$ cat src/inc/aphdc_pkg.sv
// Constants and helpers for the ATM PHY diagnostic and HEC control block
package aphdc_pkg;
	// Register offsets and reset values
	localparam logic [7:0] REG_DIAG_OFS = 8'h02;
	localparam logic [7:0] REG_HECC_OFS = 8'h03;
	localparam logic [7:0] DIAG_RST     = 8'h00;
	localparam logic [3:0] HECC_RST     = 4'h0;
	// Diagnostic control fields
	localparam int DIAG_FORCE_B = 7;
	localparam int DIAG_EARLY_B = 6;
	localparam int DIAG_MPHY_B  = 5;
	localparam int DIAG_FLUSH_B = 4;
	localparam int DIAG_PERR_B  = 3;
	localparam int DIAG_HERR_B  = 2;
	localparam int DIAG_LOOP_LSB = 0;
	// Indicator and header check fields
	localparam int HECC_CHKDIS_B = 6;
	localparam int HECC_INSDIS_B = 5;
	localparam int HECC_REFW_LSB = 3;
	localparam int HECC_TXEMP_B  = 2;
	localparam int HECC_TRANSMIT_ACTIVITY_INDICATOR_B  = 1;
	localparam int HECC_RECEIVE_ACTIVITY_INDICATOR_B  = 0;
	// Loopback codes
	localparam logic [1:0] LOOP_NORMAL = 2'h0;
	localparam logic [1:0] LOOP_PHY    = 2'h1;
	localparam logic [1:0] LOOP_LINE   = 2'h2;
	// Cell byte positions
	localparam logic [5:0] POS_HEC   = 6'h04;
	localparam logic [5:0] POS_EARLY = 6'h30;
	localparam logic [5:0] POS_LAST  = 6'h34;
	// Header check polynomial and coset
	localparam logic [7:0] HEC_POLY  = 8'h07;
	localparam logic [7:0] HEC_COSET = 8'h55;
	// Indicator stretch length in cycles
	localparam logic [7:0] LED_HOLD_CYC = 8'hff;

	function automatic logic [5:0] aphdc_pos_nxt(input logic [5:0] pos);
		return (pos == POS_LAST) ? 6'h00 : pos + 6'h01;
	endfunction

	function automatic logic [7:0] aphdc_led_nxt(input logic [7:0] cnt,
		input logic ev);
		if (ev)
			return LED_HOLD_CYC;
		return (cnt != 8'h00) ? cnt - 8'h01 : 8'h00;
	endfunction
endpackage

$ cat src/rtl/aphdc_hec.sv
// Combinational header check byte update
`timescale 1ns/1ps
`default_nettype none
module aphdc_hec
	import aphdc_pkg::*;
(
	input  wire logic [7:0] crc_in,
	input  wire logic [7:0] byte_in,
	output logic      [7:0] crc_out
);
	always_comb begin
		logic [7:0] c;
		c = crc_in ^ byte_in;
		for (int i = 0; i < 8; i++) begin
			c = c[7] ? ((c << 1) ^ HEC_POLY) : (c << 1);
		end
		crc_out = c;
	end
endmodule // aphdc_hec
`default_nettype wire

$ cat src/rtl/aphdc_skid.sv
// Two-entry buffer with valid and ready on both sides
`timescale 1ns/1ps
`default_nettype none
module aphdc_skid #(
	parameter int W = 9
) (
	input  wire logic         sys_clk,
	input  wire logic         sys_rst,
	input  wire logic         in_valid,
	input  wire logic [W-1:0] in_data,
	output logic              in_ready,
	output logic              out_valid,
	output logic      [W-1:0] out_data,
	input  wire logic         out_ready
);
	logic [W-1:0] mem_ff [2];
	logic         wp_ff;
	logic         rp_ff;
	logic [1:0]   cnt_ff;
	logic         push;
	logic         pop;

	assign in_ready  = (cnt_ff != 2'h2);
	assign out_valid = (cnt_ff != 2'h0);
	assign out_data  = mem_ff[rp_ff];
	assign push      = in_valid & in_ready;
	assign pop       = out_valid & out_ready;

	always_ff @(posedge sys_clk) begin
		if (push)
			mem_ff[wp_ff] <= in_data;
	end

	always_ff @(posedge sys_clk) begin
		if (sys_rst) begin
			wp_ff  <= 1'b0;
			rp_ff  <= 1'b0;
			cnt_ff <= 2'h0;
		end else begin
			wp_ff  <= wp_ff ^ push;
			rp_ff  <= rp_ff ^ pop;
			cnt_ff <= cnt_ff + {1'b0, push} - {1'b0, pop};
		end
	end
endmodule // aphdc_skid
`default_nettype wire

$ cat src/rtl/aphdc_top.sv
// Diagnostic and header check control of the ATM PHY convergence layer
`timescale 1ns/1ps
`default_nettype none
// How it works
// - The force bit holds transmit cell-available low.
// - Standard mode drops receive cell-available after the last byte.
// - Early mode drops it after payload byte 44 if no cell follows.
// - Receive outputs float only in multi-PHY mode with enable high.
// - The flush bit empties the receive FIFO and then clears itself.
// - Payload error insertion flips bit 0 of the last payload byte.
// - Header error insertion flips bit 0 of the fifth header byte.
// - A two-bit field picks normal, PHY or line loopback reception.
// - Received header bytes are checked unless checking is disabled.
// - The fifth transmit byte is replaced by the computed HEC.
// - The timing marker lasts 1, 2, 4 or 8 cycles by its field.
// - A status bit reads 1 while the transmit buffer is empty.
// - The transmit activity bit reads 0 after a cell is sent.
// - The receive activity bit reads 0 after a cell is received.
module aphdc_top
	import aphdc_pkg::*;
#(
	parameter int RX_AW = 8
) (
	input  wire logic       sys_clk,
	input  wire logic       sys_rst,
	input  wire logic       ub_ale,
	input  wire logic       ub_cs_n,
	input  wire logic       ub_rd_n,
	input  wire logic       ub_wr_n,
	input  wire logic [7:0] ub_ad_in,
	output logic      [7:0] ub_ad_out,
	output logic            ub_ad_oe_n,
	input  wire logic       utx_enb_n,
	input  wire logic [7:0] utx_data,
	input  wire logic       utx_soc,
	output logic            utx_clav,
	input  wire logic       urx_enb_n,
	output logic      [7:0] urx_data,
	output logic            urx_parity,
	output logic            urx_soc,
	output logic            urx_oe_n,
	output logic            urx_clav,
	output logic      [7:0] line_tx_data,
	output logic            line_tx_soc,
	output logic            line_tx_valid,
	input  wire logic       line_tx_ready,
	input  wire logic [7:0] line_rx_data,
	input  wire logic       line_rx_soc,
	input  wire logic       line_rx_valid,
	input  wire logic       line_rx_mark,
	output logic            receive_timing_marker,
	output logic            rx_hec_error,
	output logic            transmit_activity_indicator_n,
	output logic            receive_activity_indicator_n
);
	localparam logic [RX_AW:0] RX_FULL = {1'b1, {RX_AW{1'b0}}};

	logic [11:0]      ub_s1_ff;
	logic [11:0]      ub_s2_ff;
	logic [11:0]      ub_s3_ff;
	logic [7:0]       ub_addr_ff;
	logic [7:0]       ub_rdata_ff;
	logic             wr_evt;
	logic [7:0]       diag_ff;
	logic [3:0]       hecc_ff;
	logic [1:0]       loop_sel;
	logic             phy_loop;
	logic             line_loop;
	logic             sk_in_ready;
	logic             sk_valid;
	logic [8:0]       sk_data;
	logic             sk_ready;
	logic [5:0]       tx_pos_ff;
	logic [5:0]       tx_cur;
	logic [7:0]       tx_crc_ff;
	logic [7:0]       tx_crc_nxt;
	logic [7:0]       tx_byte;
	logic             tx_take;
	logic             out_free;
	logic             tx_acc;
	logic [7:0]       ltx_data_ff;
	logic             ltx_soc_ff;
	logic             ltx_valid_ff;
	logic             rx_valid;
	logic [7:0]       rx_byte;
	logic             rx_soc;
	logic [5:0]       rx_pos_ff;
	logic [5:0]       rx_cur;
	logic [7:0]       rx_crc_ff;
	logic [7:0]       rx_crc_nxt;
	logic             rx_drop_ff;
	logic             rx_wr;
	logic             rx_rd;
	logic [7:0]       rx_mem [2**RX_AW];
	logic [RX_AW-1:0] rx_wp_ff;
	logic [RX_AW-1:0] rx_rp_ff;
	logic [RX_AW:0]   rx_fill_ff;
	logic [3:0]       rx_cells_ff;
	logic [5:0]       rd_pos_ff;
	logic [7:0]       urx_data_ff;
	logic             urx_soc_ff;
	logic             hec_err_ff;
	logic [3:0]       mark_cnt_ff;
	logic [7:0]       tx_led_ff;
	logic [7:0]       rx_led_ff;

	////////////////////////////////////////////////////////////////////////
	// Utility bus pins cross in through two flops; third one finds edges
	always_ff @(posedge sys_clk) begin
		if (sys_rst) begin
			ub_s1_ff <= 12'h0e00;
			ub_s2_ff <= 12'h0e00;
			ub_s3_ff <= 12'h0e00;
		end else begin
			ub_s1_ff <= {ub_ale, ub_cs_n, ub_rd_n, ub_wr_n, ub_ad_in};
			ub_s2_ff <= ub_s1_ff;
			ub_s3_ff <= ub_s2_ff;
		end
	end

	// Write lands on the rising edge of the write strobe
	assign wr_evt = ub_s2_ff[8] & ~ub_s3_ff[8] & ~ub_s2_ff[10];

	always_ff @(posedge sys_clk) begin
		if (sys_rst)
			ub_addr_ff <= 8'h00;
		else if (ub_s3_ff[11] & ~ub_s2_ff[11])
			ub_addr_ff <= ub_s2_ff[7:0];
	end

	always_ff @(posedge sys_clk) begin
		if (sys_rst)
			ub_rdata_ff <= 8'h00;
		else if (ub_addr_ff == REG_DIAG_OFS)
			ub_rdata_ff <= diag_ff;
		else if (ub_addr_ff == REG_HECC_OFS)
			ub_rdata_ff <= {1'b0, hecc_ff, ~(sk_valid | ltx_valid_ff),
				transmit_activity_indicator_n,
				receive_activity_indicator_n};
		else
			ub_rdata_ff <= 8'h00;
	end

	assign ub_ad_out  = ub_rdata_ff;
	assign ub_ad_oe_n = ub_s2_ff[10] | ub_s2_ff[9];

	////////////////////////////////////////////////////////////////////////
	// Control registers; a fresh flush write wins over the self clear
	always_ff @(posedge sys_clk) begin
		if (sys_rst)
			diag_ff <= DIAG_RST;
		else if (wr_evt && ub_addr_ff == REG_DIAG_OFS)
			diag_ff <= ub_s2_ff[7:0];
		else if (diag_ff[DIAG_FLUSH_B])
			diag_ff[DIAG_FLUSH_B] <= 1'b0;
	end

	always_ff @(posedge sys_clk) begin
		if (sys_rst)
			hecc_ff <= HECC_RST;
		else if (wr_evt && ub_addr_ff == REG_HECC_OFS)
			hecc_ff <= ub_s2_ff[6:3];
	end

	assign loop_sel  = diag_ff[DIAG_LOOP_LSB +: 2];
	assign phy_loop  = (loop_sel == LOOP_PHY);
	assign line_loop = loop_sel[1];

	////////////////////////////////////////////////////////////////////////
	// Transmit path; buffer back-pressure reaches the cell-available pin
	// Forced deassert
	assign utx_clav = ~diag_ff[DIAG_FORCE_B] & sk_in_ready;

	aphdc_skid #(.W(9)) u_txbuf (
		.sys_clk   (sys_clk),
		.sys_rst   (sys_rst),
		.in_valid  (~utx_enb_n),
		.in_data   ({utx_soc, utx_data}),
		.in_ready  (sk_in_ready),
		.out_valid (sk_valid),
		.out_data  (sk_data),
		.out_ready (sk_ready)
	);

	// In PHY loopback the local receiver takes every byte, not the line
	assign tx_take  = ltx_valid_ff & (phy_loop | line_tx_ready);
	assign out_free = ~ltx_valid_ff | tx_take;
	assign sk_ready = out_free & ~line_loop;
	assign tx_acc   = sk_valid & sk_ready;
	assign tx_cur   = sk_data[8] ? 6'h00 : tx_pos_ff;

	aphdc_hec u_txhec (
		.crc_in  ((tx_cur == 6'h00) ? 8'h00 : tx_crc_ff),
		.byte_in (sk_data[7:0]),
		.crc_out (tx_crc_nxt)
	);

	always_comb begin
		tx_byte = sk_data[7:0];
		if (tx_cur == POS_HEC) begin
			if (!hecc_ff[HECC_INSDIS_B - 3])
				tx_byte = tx_crc_ff ^ HEC_COSET;
			if (diag_ff[DIAG_HERR_B])
				tx_byte[0] = ~tx_byte[0];
		end
		if (tx_cur == POS_LAST && diag_ff[DIAG_PERR_B])
			tx_byte[0] = ~tx_byte[0];
	end

	always_ff @(posedge sys_clk) begin
		if (sys_rst) begin
			tx_pos_ff <= 6'h00;
			tx_crc_ff <= 8'h00;
		end else if (tx_acc) begin
			tx_pos_ff <= aphdc_pos_nxt(tx_cur);
			if (tx_cur < POS_HEC)
				tx_crc_ff <= tx_crc_nxt;
		end
	end

	// Line loopback echoes received bytes onto the line
	always_ff @(posedge sys_clk) begin
		if (sys_rst) begin
			ltx_valid_ff <= 1'b0;
			ltx_data_ff  <= 8'h00;
			ltx_soc_ff   <= 1'b0;
		end else if (line_loop && out_free) begin
			ltx_valid_ff <= line_rx_valid;
			ltx_data_ff  <= line_rx_data;
			ltx_soc_ff   <= line_rx_soc;
		end else if (tx_acc) begin
			ltx_valid_ff <= 1'b1;
			ltx_data_ff  <= tx_byte;
			ltx_soc_ff   <= (tx_cur == 6'h00);
		end else if (tx_take) begin
			ltx_valid_ff <= 1'b0;
		end
	end

	assign line_tx_data  = ltx_data_ff;
	assign line_tx_soc   = ltx_soc_ff;
	assign line_tx_valid = ltx_valid_ff & ~phy_loop;

	////////////////////////////////////////////////////////////////////////
	// Receive path and header check
	// PHY loopback takes the local transmit stream
	assign rx_valid = phy_loop ? tx_take : line_rx_valid;
	assign rx_byte  = phy_loop ? ltx_data_ff : line_rx_data;
	assign rx_soc   = phy_loop ? ltx_soc_ff : line_rx_soc;
	assign rx_cur   = rx_soc ? 6'h00 : rx_pos_ff;

	aphdc_hec u_rxhec (
		.crc_in  ((rx_cur == 6'h00) ? 8'h00 : rx_crc_ff),
		.byte_in (rx_byte),
		.crc_out (rx_crc_nxt)
	);

	always_ff @(posedge sys_clk) begin
		if (sys_rst) begin
			rx_pos_ff  <= 6'h00;
			rx_crc_ff  <= 8'h00;
			hec_err_ff <= 1'b0;
		end else begin
			hec_err_ff <= rx_valid && rx_cur == POS_HEC &&
				!hecc_ff[HECC_CHKDIS_B - 3] &&
				rx_byte != (rx_crc_ff ^ HEC_COSET);
			if (rx_valid) begin
				rx_pos_ff <= aphdc_pos_nxt(rx_cur);
				if (rx_cur < POS_HEC)
					rx_crc_ff <= rx_crc_nxt;
			end
		end
	end

	assign rx_hec_error = hec_err_ff;

	// Bytes of a cell cut by a flush are dropped until the next start
	always_ff @(posedge sys_clk) begin
		if (sys_rst)
			rx_drop_ff <= 1'b0;
		else if (diag_ff[DIAG_FLUSH_B])
			rx_drop_ff <= 1'b1;
		else if (rx_valid && rx_soc)
			rx_drop_ff <= 1'b0;
	end

	// A full FIFO drops incoming bytes; nothing flags the overflow
	assign rx_wr = rx_valid & (rx_fill_ff != RX_FULL) &
		~diag_ff[DIAG_FLUSH_B] & (~rx_drop_ff | rx_soc);
	assign rx_rd = ~urx_enb_n & (rx_cells_ff != 4'h0) &
		~diag_ff[DIAG_FLUSH_B];

	always_ff @(posedge sys_clk) begin
		if (rx_wr)
			rx_mem[rx_wp_ff] <= rx_byte;
	end

	always_ff @(posedge sys_clk) begin
		if (sys_rst || diag_ff[DIAG_FLUSH_B]) begin
			rx_wp_ff    <= '0;
			rx_rp_ff    <= '0;
			rx_fill_ff  <= '0;
			rx_cells_ff <= 4'h0;
			rd_pos_ff   <= 6'h00;
		end else begin
			rx_wp_ff   <= rx_wp_ff + {{(RX_AW-1){1'b0}}, rx_wr};
			rx_rp_ff   <= rx_rp_ff + {{(RX_AW-1){1'b0}}, rx_rd};
			rx_fill_ff <= rx_fill_ff + {{RX_AW{1'b0}}, rx_wr} -
				{{RX_AW{1'b0}}, rx_rd};
			rx_cells_ff <= rx_cells_ff +
				{3'h0, rx_wr && rx_cur == POS_LAST} -
				{3'h0, rx_rd && rd_pos_ff == POS_LAST};
			if (rx_rd)
				rd_pos_ff <= aphdc_pos_nxt(rd_pos_ff);
		end
	end

	always_ff @(posedge sys_clk) begin
		if (sys_rst) begin
			urx_data_ff <= 8'h00;
			urx_soc_ff  <= 1'b0;
		end else if (rx_rd) begin
			urx_data_ff <= rx_mem[rx_rp_ff];
			urx_soc_ff  <= (rd_pos_ff == 6'h00);
		end
	end

	assign urx_data   = urx_data_ff;
	assign urx_soc    = urx_soc_ff;
	assign urx_parity = ~^urx_data_ff;
	assign urx_oe_n   = diag_ff[DIAG_MPHY_B] & urx_enb_n;
	assign urx_clav = (rx_cells_ff > 4'h1) || (rx_cells_ff == 4'h1 &&
		(!diag_ff[DIAG_EARLY_B] || rd_pos_ff <= POS_EARLY));

	////////////////////////////////////////////////////////////////////////
	// Timing marker stretch and activity indicators
	always_ff @(posedge sys_clk) begin
		if (sys_rst)
			mark_cnt_ff <= 4'h0;
		else if (line_rx_mark)
			mark_cnt_ff <= 4'h1 << hecc_ff[HECC_REFW_LSB - 3 +: 2];
		else if (mark_cnt_ff != 4'h0)
			mark_cnt_ff <= mark_cnt_ff - 4'h1;
	end

	assign receive_timing_marker = (mark_cnt_ff != 4'h0);

	always_ff @(posedge sys_clk) begin
		if (sys_rst) begin
			tx_led_ff <= 8'h00;
			rx_led_ff <= 8'h00;
		end else begin
			tx_led_ff <= aphdc_led_nxt(tx_led_ff,
				tx_acc && tx_cur == POS_LAST);
			rx_led_ff <= aphdc_led_nxt(rx_led_ff,
				rx_wr && rx_cur == POS_LAST);
		end
	end

	assign transmit_activity_indicator_n = (tx_led_ff == 8'h00);
	assign receive_activity_indicator_n  = (rx_led_ff == 8'h00);
endmodule // aphdc_top
`default_nettype wire

$ cat config.mk
export PLATFORM = sky130hd
export DESIGN_NAME = aphdc_top
export DESIGN_NICKNAME = d
export VERILOG_FILES = /design/src/inc/aphdc_pkg.sv /design/src/rtl/aphdc_hec.sv /design/src/rtl/aphdc_skid.sv /design/src/rtl/aphdc_top.sv
export SDC_FILE = /design/constraint.sdc
export NUM_CORES = 2
export LEC_CHECK = 0
export ABC_AREA = 1
export ABC_CLOCK_PERIOD_IN_PS = 6150
export BUFFER_PORTS_ARGS = -buffer_cell sky130_fd_sc_hd__buf_2
export CAP_MARGIN = 10
export CORE_MARGIN = 10
export CORE_UTILIZATION = 50
export DETAILED_ROUTE_END_ITERATION = 12
export GPL_ROUTABILITY_DRIVEN = 0
export PLACE_DENSITY = 0.65
export SLEW_MARGIN = 20
export SYNTH_ARGS = -nofsm -noshare
export SYNTH_HDL_FRONTEND = slang
export SYNTH_SLANG_ARGS = --single-unit
$ cat constraint.sdc
create_clock -name sys_clk -period 6.15 [get_ports sys_clk]
set_input_delay 1.23 -clock sys_clk [delete_from_list [all_inputs] [get_ports sys_clk]]
set_output_delay 1.23 -clock sys_clk [all_outputs]
set_load 0.005 [all_outputs]
==> qor.csv <==
stage,metric,value,unit
worst_setup_path,Setup CP Type,reg -> reg,
worst_hold_path,Hold Path End,ub_s2_ff[6],
die,io pins,73,
cells_and_area,Finished Layout Cells,11180,
pwr,Leak,37.54,nW
worst_setup_path,reg2reg start,diag_ff[1],
worst_setup_path,flop2flop setup slack,2.25,ns
worst_setup_path,arrival time at the worst endpoint,4.38,ns
synth,ys flop type,edfxtp_1,
worst_setup_path,Worst setup EP type,register,
clocking,Clock Path Buffers,3,
worst_setup_path,crit-path leading delay family,simple AND/OR/NAND/NOR gates,
cells_and_area,Area growth syn-to-layout,10.51,%
synth,Synth Instances,8631,
synth,synthesized net count,8705,
grt,GRT Total Usage,23.98,%
sta,RSZ-0062 raised after global routing,no,
sta,worst-margin pin slew,1.175,ns
route,met3 WL,21840,um
clocking,CTS tree,done,
cells_and_area,fin area,0.1028,mm^2
clocking,CTS buffer count,221,
die,die height,451.2,um
sta,fmax,256.6,MHz
synth,sequential area share after synthesis,70.21,%
route,DR pass1 iterations,6,
placed_design,DP HPWL,141800,um
worst_setup_path,CP Buf/Inv Count,3,
cells_and_area,most frequent cells in the layout,"2616 x nand2_1, 2066 x edfxtp_1, 1432 x nand3_1",
clocking,CTS HTree Levels,4,
clocking,root buf cell,clkbuf_16,
worst_setup_path,cell mode on critical path,nand2_2,
route,Max Used Layer,met5,
job,number of max-cap violations,0,
sta,final cycle utilization of the critical path,63.38,%
worst_hold_path,Hold Crit Class,reg -> reg,
sta,Pins Over Slew Limit,0,
cells_and_area,Layout Nets,8574,
synth,mean area per synthesized cell,10.77,um^2
sta,Worst slew margin,21.50,%
synth,number of synthesized flops with an enable pin,2066,
sta,final hold slack,0.4025,ns
route,initial DRC count,7397,
route,DR vias,63500,
worst_setup_path,slowest cell on the critical path,nor2_1,
die,Initial Util,50.20,%
clocking,Worst-path clk slew,0.06,ns
worst_setup_path,crit-path max FO,18,
route,Antenna Nets Post-Route,0,
sta,fin crit period,3.898,ns
clocking,Post-CTS Setup Repair Bufs,0,
grt,total gr overflow,0,
cells_and_area,share of layout cells above drive strength 1,6.525,%
worst_setup_path,max incr delay on CP,0.83,ns
die,row count,158,
pwr,Pwr per Cell Area,316.1,mW/mm^2
synth,synth warn,0,
sta,final hold violations,0,
worst_setup_path,"Cell Chain, Critical Path",inv_2 > nand2_4 > nand2_2 > nand2_1 > o21bai_1 > nor2_2 > buf_4 > inv_1 > nor3_2 > nand2_2 > nor2_1,
route,DRT Wirelength,251300,um
cells_and_area,"Core Util, Final",55.47,%
cells_and_area,Fill cells,15500,
clocking,Resized Gates After CTS,0,
die,die width,451.2,um
worst_setup_path,Critical Path Source Type,register,
grt,largest net degree at the start of global routing,208,
sta,Clock Skew,0.03867,ns
sta,Final Setup Violations,0,
synth,Yosys reg bits,2228,
synth,asr flop ratio synth,0,%
placed_design,area post-placement,0.09525,mm^2
die,CORE AREA,0.1852,mm^2
clocking,clk_lat worst skew,0.87,ns
grt,number of global-route vias before repair,60640,
synth,post-synthesis cell type count,50,
worst_setup_path,worst r2r dst,rx_mem[150][1],
worst_setup_path,R2R depth,11,
worst_hold_path,Worst Hold Launch,ub_s1_ff[6],
pwr,Worst VDD drop,0.0002430,V
grt,first-pass GRT wire length,376000,um
die,die area,0.2036,mm^2
sta,total negative setup slack,0,ns
route,M1 WL,103100,um
route,Residual DRC,0,
outcome,status,completed,
placed_design,Buffers on Ports,72,
grt,initial antenna violation count,6,
synth,Syn Std Cell Area,0.09299,mm^2
route,met2 wire length,116800,um
clocking,Post-CTS Hold Buffers,0,
worst_setup_path,WP data required,6.64,ns
route,Avg Vias per Cell,5.682,
worst_setup_path,CP Depth,11,
cells_and_area,"commonest non-fill, non-tap cell in the layout",nand2_1,
clocking,Clock Sinks,2228,
placed_design,# placed instances,10760,
worst_hold_path,Hold Crit Depth,2,
route,WL/cell,22.48,um
[routing by layer]
layer / vias up / global-route usage, %
met5: - / 0
met4: 2 / 9.316
met3: 511 / 4.544
met2: 2935 / 38.01
met1: 30760 / 32.81
li1: 29290 / -
[worst reg2reg max path: cells and delay by family, from the launching register on]
family | cells | cell delay, ns
DFF | 1 | 0.40
AOI/OAI and AO/OA | 1 | 0.12
and+or+nand+nor | 7 | 2.57
buffers and inverters | 3 | 0.46
[layout make-up]
cell class	count	area (um^2)	area share, %
Timing Repair Buffer	152	1217	1.185
Clock inverter	154	1667	1.622
Clock buffer	259	5818	5.662
Sequential cell	2228	65300	63.55
Antenna cell	5	12.51	0.01218
Multi-Input combinational cell	5509	24110	23.46
Tap cell	2480	3103	3.020
Inverter	388	1534	1.493
[metrics by stage]
step | power, mW | setup WS (ns)
finish | 32.48 | 2.252
global route | 33.49 | 1.981
CTS | 32.63 | 2.289
detailed placement | 18.91 | 1.614
global placement | 18.86 | 1.656
floorplan | 18.35 | 0.4254
[Yosys cell counts (3+ instances only)]
cell type  instances  share of area, %
buf_6              3             0.036
o21ai_1            6             0.032
nand3_2            4             0.043
xnor2_1           18              0.17
inv_1            379               1.5
nor2_1           813               3.3
buf_4              3             0.024
a21oi_1          134              0.72
dfxtp_1          162               3.5
buf_2            198               1.1
nor3_1            19              0.10
nand4_1           19              0.13
ha_1              35              0.47
clkinv_1           5             0.020
edfxtp_1        2066                67
nand3_1         1432               7.7
xor2_1            10             0.094
o21ai_2            3             0.028
nand2_1         2625                11
nand2_2            7             0.047
a21boi_0           3             0.024
clkbuf_1         254               1.0
inv_2              4             0.016
mux2i_1            4             0.043
xor2_2             3             0.052
a211oi_1           4             0.032
nor3b_1            4             0.032
nor4_1             3             0.020
o21a_1             6             0.048
buf_1             48              0.19
o21ai_0          268               1.4
or2_2             14             0.094
a31oi_1           10             0.067
o211ai_1          40              0.32
[where the power goes]
group	internal (mW)	total, mW	switching, mW
Combinational	0.514	1.74	1.23
Clock	8.07	13.9	5.81
Sequential	16.7	16.9	0.128
Total	25.3	32.5	7.17
[logic make-up (layout without fill, tap and decap cells)]
family          after synthesis  count (layout)  synth area share, %
compound gates              485             485                2.839
other cells                   0               5                    0
mux                           4               4              0.04306
xor+xnor                     31              31               0.3162
flops                      2228            2228                70.21
fa+ha+maj                    37              37               0.5140
buf+inv                     894             953                3.912
simple gates               4952            4952                22.17
[how the worst max path moves through the flow]
| stage | startpoint | to | slack (ns) |
|---|---|---|---|
| after CTS | diag_ff[1] | rx_mem[6][5] | 2.29 |
| after detailed placement | line_rx_soc | rx_mem[54][3] | 1.61 |
| final | diag_ff[1] | rx_mem[150][1] | 2.25 |
| after global placement | line_rx_soc | rx_mem[46][3] | 1.66 |
| after global routing | diag_ff[1] | rx_mem[22][0] | 1.98 |
| after floorplan | line_rx_data[7] | rx_crc_ff[2] | 0.43 |
[state kept, by name, summed over array words and instances (netlist names), 4 cells and up]
| register | count |
|---|---|
| mark_cnt_ff | 4 |
| ub_ad_out | 8 |
| rx_wp_ff | 8 |
| hecc_ff | 4 |
| ub_s2_ff | 12 |
| tx_crc_ff | 8 |
| rx_led_ff | 8 |
| rx_rp_ff | 8 |
| tx_pos_ff | 6 |
| rx_pos_ff | 6 |
| rx_fill_ff | 9 |
| u_txbuf.mem_ff | 18 |
| tx_led_ff | 8 |
| ub_s1_ff | 12 |
| ub_addr_ff | 8 |
| rx_crc_ff | 8 |
| line_tx_data | 8 |
| rx_mem | 2048 |
| rd_pos_ff | 6 |
| diag_ff | 8 |
| rx_cells_ff | 4 |
| urx_data | 8 |
Note: power is estimated with default switching activity, not from simulation.
